==> src/hw/flash_charger_defs.svh <==
// Timing counts and reset values for the flash charger control block.
// Assumes a 50 MHz clock; included by the package user files.
`ifndef FLASH_CHARGER_DEFS_SVH
`define FLASH_CHARGER_DEFS_SVH

// ============================================================
// Clock and timing
// ============================================================
`define FC_CLK_MHZ 50
`define FC_DEGLITCH_NS 1000
`define FC_DEGLITCH_CYCLES ((`FC_DEGLITCH_NS * `FC_CLK_MHZ + 999) / 1000)
`define FC_CNT_W 8

// ============================================================
// Reset values
// ============================================================
`define FC_RST_SWITCH 1'b0
`define FC_RST_LATCH 1'b0

`endif

==> src/hw/flash_charger_pkg.sv <==
// Types shared by the flash charger control block.
// Assumes nothing beyond a SystemVerilog compiler.
package flash_charger_pkg;

  typedef enum logic [2:0] {
    ST_IDLE,
    ST_DELAY,
    ST_ON,
    ST_OFF,
    ST_DONE,
    ST_FAULT
  } charge_state_t;

  typedef struct packed {
    logic full_charge;
    logic zero_voltage;
    logic peak_current;
    logic overcurrent_trip;
    logic thermal_trip;
  } comparators_t;

  typedef struct packed {
    logic charging;
    logic full;
    logic overcurrent_latched;
    logic thermal_latched;
  } charge_status_t;

endpackage

==> src/hw/request_deglitch.sv <==
// Captures the charge request level and releases it after a settle delay.
// Assumes the request input is synchronous to i_clk.
`timescale 1ns/1ps
`default_nettype none
`include "flash_charger_defs.svh"

module request_deglitch
  import flash_charger_pkg::*;
#(
  parameter int unsigned DELAY_CYCLES = `FC_DEGLITCH_CYCLES
)(
  input wire logic i_clk, // System clock
  input wire logic i_srst, // Sync reset, active high
  input wire logic i_request, // Raw charge request level
  output logic o_captured, // Request held in flip-flop
  output logic o_enable // Delayed enable
);

  logic [`FC_CNT_W-1:0] count;
  logic [`FC_CNT_W-1:0] next_count;
  logic next_enable;

  assign next_count = !o_captured ? '0 :
                      (count == DELAY_CYCLES[`FC_CNT_W-1:0]) ? count : count + 8'h01;
  assign next_enable = o_captured && (count == DELAY_CYCLES[`FC_CNT_W-1:0]);

  always_ff @(posedge i_clk)
  begin
    if (i_srst)
    begin
      o_captured <= `FC_RST_LATCH;
      count <= '0;
      o_enable <= 1'b0;
    end
    else
    begin
      o_captured <= i_request;
      count <= i_request ? next_count : '0;
      o_enable <= i_request && next_enable;
    end
  end

endmodule
`default_nettype wire

==> src/hw/flash_charger_control.sv <==
// Flyback charger control for a photo flash capacitor, with flash gating.
// Assumes comparator and host inputs are synchronous to i_clk.
//
// Overview of operation
// - A session starts only on a high charge request, held in a flip-flop.
// - The internal enable rises after a settle delay so short noise cannot start charging.
// - A low charge request stops charging at once.
// - Charging ends when the full-charge comparator trips with the switch off.
// - A thermal trip, or an overcurrent trip with the switch on, stops charging.
// - After a forced stop a new high request restarts charging.
// - Once enabled, the first action is to turn the switch on.
// - With the switch on, the peak current comparator turns it off.
// - With the switch on, a zero-voltage comparator overcurrent reading stops charging and latches the overcurrent fault.
// - With the switch off, a zero crossing turns it back on.
// - The flash gate drives high only while permit and fire are both high; otherwise the pull-down drives.
// - A thermal trip latches charging off until the trip clears and the request goes low.
// - An overcurrent latch clears only after a low request and current below threshold.
`timescale 1ns/1ps
`default_nettype none
`include "flash_charger_defs.svh"

module flash_charger_control
  import flash_charger_pkg::*;
#(
  parameter int unsigned DELAY_CYCLES = `FC_DEGLITCH_CYCLES
)(
  input wire logic i_clk, // System clock, 50 MHz
  input wire logic i_srst, // Sync reset, active high
  input wire logic i_charge_request_pin, // Host charge request level
  input wire comparators_t i_cmp, // Comparator and trip inputs
  input wire logic i_flash_permit, // Flash permit level
  input wire logic i_flash_fire, // Flash fire level
  output logic o_switch_on, // Power switch gate
  output logic o_gate_drive_high, // Flash gate pull-up drive
  output logic o_gate_drive_low, // Flash gate pull-down drive
  output logic o_charge_done, // Full charge reached
  output charge_status_t o_status // Session and fault state
);

  // ============================================================
  // Request capture and settle delay
  // ============================================================
  logic captured;
  logic internal_charge_enable;

  request_deglitch #(
    .DELAY_CYCLES(DELAY_CYCLES)
  ) u_deglitch (
    .i_clk(i_clk),
    .i_srst(i_srst),
    .i_request(i_charge_request_pin),
    .o_captured(captured),
    .o_enable(internal_charge_enable)
  );

  // ============================================================
  // Fault latches
  // ============================================================
  logic thermal_latched;
  logic overcurrent_latched;
  logic req_low_seen;
  logic ocp_event;
  logic next_overcurrent;
  logic next_thermal;
  logic next_req_low_seen;
  charge_state_t state;
  charge_state_t next_state;

  // Overcurrent only counts while the switch conducts
  assign ocp_event = (state == ST_ON) && (i_cmp.overcurrent_trip || i_cmp.zero_voltage);
  // Set wins over clear in the same cycle
  assign next_req_low_seen = overcurrent_latched && (req_low_seen || !i_charge_request_pin);
  assign next_overcurrent = ocp_event ||
    (overcurrent_latched && !(next_req_low_seen && !i_cmp.peak_current));
  // Thermal recovery also needs a low request, so a still-high pin cannot restart
  assign next_thermal = i_cmp.thermal_trip ||
    (thermal_latched && i_charge_request_pin);

  always_ff @(posedge i_clk)
  begin
    if (i_srst)
    begin
      thermal_latched <= `FC_RST_LATCH;
      overcurrent_latched <= `FC_RST_LATCH;
      req_low_seen <= 1'b0;
    end
    else
    begin
      thermal_latched <= next_thermal;
      overcurrent_latched <= next_overcurrent;
      req_low_seen <= next_req_low_seen;
    end
  end

  // ============================================================
  // Switching state machine
  // ============================================================
  logic fault_any;
  logic stop_now;

  assign fault_any = thermal_latched || overcurrent_latched ||
                     i_cmp.thermal_trip || ocp_event;
  assign stop_now = !i_charge_request_pin || fault_any;

  always_comb
  begin
    next_state = state;
    unique case (state)
      ST_IDLE:
      begin
        if (captured && !fault_any)
        begin
          next_state = ST_DELAY;
        end
      end
      ST_DELAY:
      begin
        if (stop_now)
        begin
          next_state = fault_any ? ST_FAULT : ST_IDLE;
        end
        else if (internal_charge_enable)
        begin
          next_state = ST_ON;
        end
      end
      ST_ON:
      begin
        if (stop_now)
        begin
          next_state = fault_any ? ST_FAULT : ST_IDLE;
        end
        else if (i_cmp.peak_current)
        begin
          next_state = ST_OFF;
        end
      end
      ST_OFF:
      begin
        if (stop_now)
        begin
          next_state = fault_any ? ST_FAULT : ST_IDLE;
        end
        else if (i_cmp.full_charge)
        begin
          next_state = ST_DONE;
        end
        else if (i_cmp.zero_voltage)
        begin
          next_state = ST_ON;
        end
      end
      ST_DONE:
      begin
        // Held off until the host drops the request
        if (!i_charge_request_pin)
        begin
          next_state = ST_IDLE;
        end
        else if (fault_any)
        begin
          next_state = ST_FAULT;
        end
      end
      ST_FAULT:
      begin
        if (!fault_any)
        begin
          next_state = ST_IDLE;
        end
      end
      default:
      begin
        next_state = ST_IDLE;
      end
    endcase
  end

  always_ff @(posedge i_clk)
  begin
    if (i_srst)
    begin
      state <= ST_IDLE;
    end
    else
    begin
      state <= next_state;
    end
  end

  // ============================================================
  // Outputs
  // ============================================================
  logic flash_gate;
  logic next_switch_on;

  assign next_switch_on = (next_state == ST_ON);
  // Both inputs must be high; tying them together gives single-wire control
  assign flash_gate = i_flash_permit && i_flash_fire;

  always_ff @(posedge i_clk)
  begin
    if (i_srst)
    begin
      o_switch_on <= `FC_RST_SWITCH;
      o_gate_drive_high <= 1'b0;
      o_gate_drive_low <= 1'b1;
      o_charge_done <= 1'b0;
      o_status <= '0;
    end
    else
    begin
      o_switch_on <= next_switch_on;
      o_gate_drive_high <= flash_gate;
      o_gate_drive_low <= !flash_gate;
      o_charge_done <= (next_state == ST_DONE);
      o_status.charging <= (next_state == ST_ON) || (next_state == ST_OFF);
      o_status.full <= (next_state == ST_DONE);
      o_status.overcurrent_latched <= next_overcurrent;
      o_status.thermal_latched <= next_thermal;
    end
  end

endmodule
`default_nettype wire

==> config.mk <==
export PLATFORM = sky130hd
export DESIGN_NAME = flash_charger_control
export DESIGN_NICKNAME = d
export VERILOG_FILES = /design/src/hw/flash_charger_pkg.sv /design/src/hw/request_deglitch.sv /design/src/hw/flash_charger_control.sv
export VERILOG_INCLUDE_DIRS = /design/src /design/src/hw
export SDC_FILE = /design/constraint.sdc
export NUM_CORES = 1
export LEC_CHECK = 0
export ABC_AREA = 0
export BUFFER_PORTS_ARGS = -buffer_cell sky130_fd_sc_hd__buf_2
export CAP_MARGIN = 15
export CELL_PAD_IN_SITES_DETAIL_PLACEMENT = 1
export CELL_PAD_IN_SITES_GLOBAL_PLACEMENT = 1
export CORE_MARGIN = 2
export CORE_UTILIZATION = 42
export CTS_CLUSTER_DIAMETER = 50
export CTS_CLUSTER_SIZE = 20
export DETAILED_ROUTE_END_ITERATION = 16
export GPL_ROUTABILITY_DRIVEN = 0
export PLACE_DENSITY = 0.9
export SYNTH_ARGS = -nofsm -noshare
export SYNTH_HDL_FRONTEND = slang
export SYNTH_HIERARCHICAL = 1
export SYNTH_SLANG_ARGS = --single-unit
==> constraint.sdc <==
create_clock -name i_clk -period 3 [get_ports i_clk]
set_clock_uncertainty 0.05 [all_clocks]
set_input_delay 0.45 -clock i_clk [delete_from_list [all_inputs] [get_ports i_clk]]
set_output_delay 0.45 -clock i_clk [all_outputs]
set_load 0.05 [all_outputs]
Word level (Yosys, flattened, before mapping) --
Cells that the tools add are included. W data, S select, Z words.
Storage, ports and cells: register bits after elaboration 21, output and inout port bits 8, logic and storage cells 62
Operators by class: add/sub/neg operators 1, equality and inequality tests 9, muxes and demuxes 13, bitwise gates (word level) 2, reduce and logical (&&, ||, !) cells 25
Operators with widths (number):
- $mux W3 | 12
- $pmux W3 S6 | 1
- $eq A3 B2 Y1 const B | 4
- $eq A3 B3 Y1 const B | 3
- $logic_and A1 B1 Y1 | 9
- $logic_or A1 B1 Y1 | 9
- $add A8 B1 Y8 const B | 1
- $eq A8 B6 Y1 const B | 1
- $logic_not A1 Y1 | 5
- $eq A3 B1 Y1 const B | 1
- $logic_not A3 Y1 | 1
- $reduce_or A3 Y1 | 1
- $not A1 Y1 | 2

Longest topological paths before layout --
word-level depth 9, gate-level depth with buffers 5, depth with buffers taken out 5

Cells and area by module --
Netlist, hierarchy kept.
Modules (own cells, without submodules):
- flash_charger_control | instances 1, cells an instance 54, area each 504.2 um^2, seq. area each 220.2 um^2
- request_deglitch | instances 1, cells an instance 46, area each 427.9 um^2, seq. area each 200.2 um^2

Worst setup path before layout --
Ideal clock, no wire load.
path kind register to register, start point register state[2], end point register o_status[2] (netlist name), library setup time 0.103 ns, arrival 1.291 ns, slack 1.555 ns, cell stages (with the launch flop) 5, cells stage by stage dfxtp_1 -> nand2b_2 -> or3_4 -> and3_4 -> a2111oi_2
Between the ends: longest elaborated chain between the ends 8
RTL lines:
- from (decl) | RTL line flash_charger_control.sv:66 | charge_state_t state;
- from (signal assigned) | RTL line flash_charger_control.sv:187 | state <= next_state;
- $eq A3 B2 Y1 | RTL line flash_charger_control.sv:70, flash_charger_control.sv:108
- $logic_and A1 B1 Y1 | RTL line flash_charger_control.sv:70 | assign ocp_event = (state == ST_ON) && (i_cmp.overcurrent_trip || i_cmp.zero_voltage);
- $logic_or A1 B1 Y1 | RTL line flash_charger_control.sv:102 | i_cmp.thermal_trip || ocp_event;
- $logic_not A1 Y1
- $logic_and A1 B1 Y1 | RTL line flash_charger_control.sv:111 | if (captured && !fault_any)
- $mux W3 | RTL line flash_charger_control.sv:111
- $pmux W3 S6 (*) | RTL line flash_charger_control.sv:108 | unique case (state)
- $eq A3 B3 Y1 (*) | RTL line flash_charger_control.sv:218 | o_status.full <= (next_state == ST_DONE);
- to (decl) | RTL line flash_charger_control.sv:37 | output charge_status_t o_status
Every way passes the cells marked *; elsewhere a longest branch is shown, timed or not. A chain may end at the register's enable or synchronous reset.

Final worst setup path --
start point register state[1], end point register o_status[2] (netlist name)
Same word-level chain as after synthesis.

==> impl_results.md <==
* Critical path capture point type: flop
* Via Count at just under 800
* Status: finished, final reports clean
* # DRC at 0
* Largest net degree at the start of global routing at 13
* Multi-input gate area at 467 sq um
* WL final at ~1900 um
* RSZ-0062 raised after global routing: false
* Seq/Total Area, Yosys at a little under half
* Arr. time, crit path at ~1.8 ns
* Pwr Density at roughly 440 nW/um^2
* Die area at about 2600 sq um
* Final Max Tran Viols at 0
* Peak fanout along the critical path at 8
* Clk root buf: clkbuf_4
* Maxcap violations at 0
* Setup violators final at 0
* Cts hold-fix bufs at 0
* Gr ovfl total at 0
* Most frequent cells in the layout: dfxtp_1 (21), buf_2 (17), a21oi_1 (7), nor2_1 (7)
* Slew headroom at between 70% and 80%
* Setup TNS at 0 ns
* Commonest non-fill, non-tap cell in the layout: dfxtp_1
* Kind of launch point of the worst setup path: flop
* Clock latency at the later pin of the worst-skew pair at roughly 0.3 ns
* Initial antenna violation count at 0
* CTS Buffer Depth at 2
* Synthesized Nets at ~110
* Fin Hold WS at 0.344 ns
* Fin crit share at between 50% and 60%
* Cells on worst reg2reg path at 4
* Post-CTS Setup Inserts at 0
* Area of the core at around 2100 sq um
* Final Hold Fails at 0
* Hold depth at 3
* Area grow syn2layout at 13.0%
* Peak VDD IR at between 0.0002 and 0.00025 V
* Post-synth EDFFs at 0
* GRT Util Overall at approximately 16%
* Fraction of registers with async set/reset at 0%
* Diodes inserted at 0
* Initial DRC count at 2
* Synthesized instance count at 100
* Clock transition at path regs at approximately 0.13 ns
* Mapped cell area at approximately 930 sq um
* Fmax at roughly 600 MHz
* Total Nets Final at 130
* Fillers at ~260
* Routed len/inst at around 13 um
* Die Y-Extent at ~51 um
* Io pins at 18
* Worst Tran Pin Value at ~0.38 ns
* Yosys warnings at 6
* Main synth FF type: dfxtp_1
* Htree depth at 1
* Hpwl dp at approximately 1500 um
* Num CTS Buffers at 3
* Site Rows at 17
* DIE WIDTH at 51.1 um
* Post-route ant nets at 0
* DR vias/cell at approximately 5.3
* Final min period at around 1.7 ns
* CTS tree: built
* PortBufs at 17
* Post-synthesis register bit count at 21
* Initial Utilization at a little over two fifths
* Layout Cells excl Fill at around 150
* Pre-Repair DR Iteration Count at 4
* Worst Path Required at between 3 and 4 ns
* Worst min path class: primary input to flop
* Dpl cells at 141
* Resized Gates After CTS at 0
* FF/Latch Area at between 400 and 500 sq um
* # clock sinks at 21
* Leakage at 0.415 nW
* Vias in the first global route at around 750
* Crit path kind: flop to flop
* Layout cells sized above 1 at between 20% and 30%
* Mapped Avg Cell Area at between 9 and 10 sq um
* Global-route wire length before repair at ~3200 um
* Post-synthesis cell type count at 38
[final timing paths]
check                                         start                   to  slack (ns)
worst min-delay path                       i_cmp[0]          o_status[0]        0.34
worst max-delay path                       state[1]          o_status[2]        1.34
worst min register to register  u_deglitch/count[7]  u_deglitch/count[7]        0.44
worst max register to register             state[1]          o_status[2]        1.34
[power breakdown]
group	total (mW)	internal, mW	switching (mW)
sequential	0.288	0.283	0.00433
combinational	0.0414	0.0161	0.0252
clock	0.135	0.0496	0.0855
[cell type report]
| class | instances | share of cell area (%) |
|---|---|---|
| Multi-Input combinational cell | 70 | 44.3 |
| Sequential cell | 21 | 39.9 |
| Timing Repair Buffer | 17 | 8.08 |
| Tap cell | 28 | 3.33 |
| Clock buffer | 3 | 2.14 |
| Inverter | 5 | 1.78 |
| Clock inverter | 1 | 0.475 |
[metrics by stage]
step | area (sq um) | util [%] | setup slack, ns | power, mW
6_report | 1050 | 49.0 | 1.34 | 0.464
2_1_floorplan | 932 | - | 1.56 | 0.321
4_1_cts | 1050 | 49.0 | 1.33 | 0.470
3_5_place_dp | 1030 | 47.8 | 1.23 | 0.335
3_3_place_gp | 1030 | 47.8 | 1.37 | 0.333
5_1_grt | 1050 | 49.0 | 1.22 | 0.488
[critical path, cell delays in order, from the launching register on]
cell	delay, ns
dfxtp_1	0.52
nand2b_2	0.15
or3_4	0.41
and3_4	0.17
a2111oi_2	0.27
[registers in the layout, summed over array words and instances (netlist names)]
signal                 flops
o_gate_drive_high          1
o_gate_drive_low           1
o_status                   4
o_switch_on                1
req_low_seen               1
state                      3
u_deglitch/count           8
u_deglitch/o_captured      1
u_deglitch/o_enable        1
[synthesized netlist by cell type, drive strengths merged (3+ instances only)]
cell type	instances	area [sq um]
or2	3	18.8
inv	5	18.8
nand2	3	11.3
or3	5	42.5
nor2	7	26.3
buf	3	22.5
o21ai	4	20.0
nand3	4	20.0
dfxtp	21	420
nor2b	5	31.3
nor3	4	20.0
a21oi	7	35.0
[metal layers]
metal  up-vias  share of wire [%]  GRT usage [%]
met5         -                  0              0
met3         4                3.0           2.92
li1        392                  -              -
met1       364                 44           18.1
met4         0               0.74           6.31
met2        13                 52           29.9
[kinds of logic after synthesis]
family,count (synthesis),synth area share [%]
xor+xnor,3,2.82
compound gates,20,14.0
buf+inv,9,4.83
fa+ha+maj,2,2.68
simple gates,45,30.6
flops,21,45.1
Note: power is estimated with default switching activity, not from simulation.
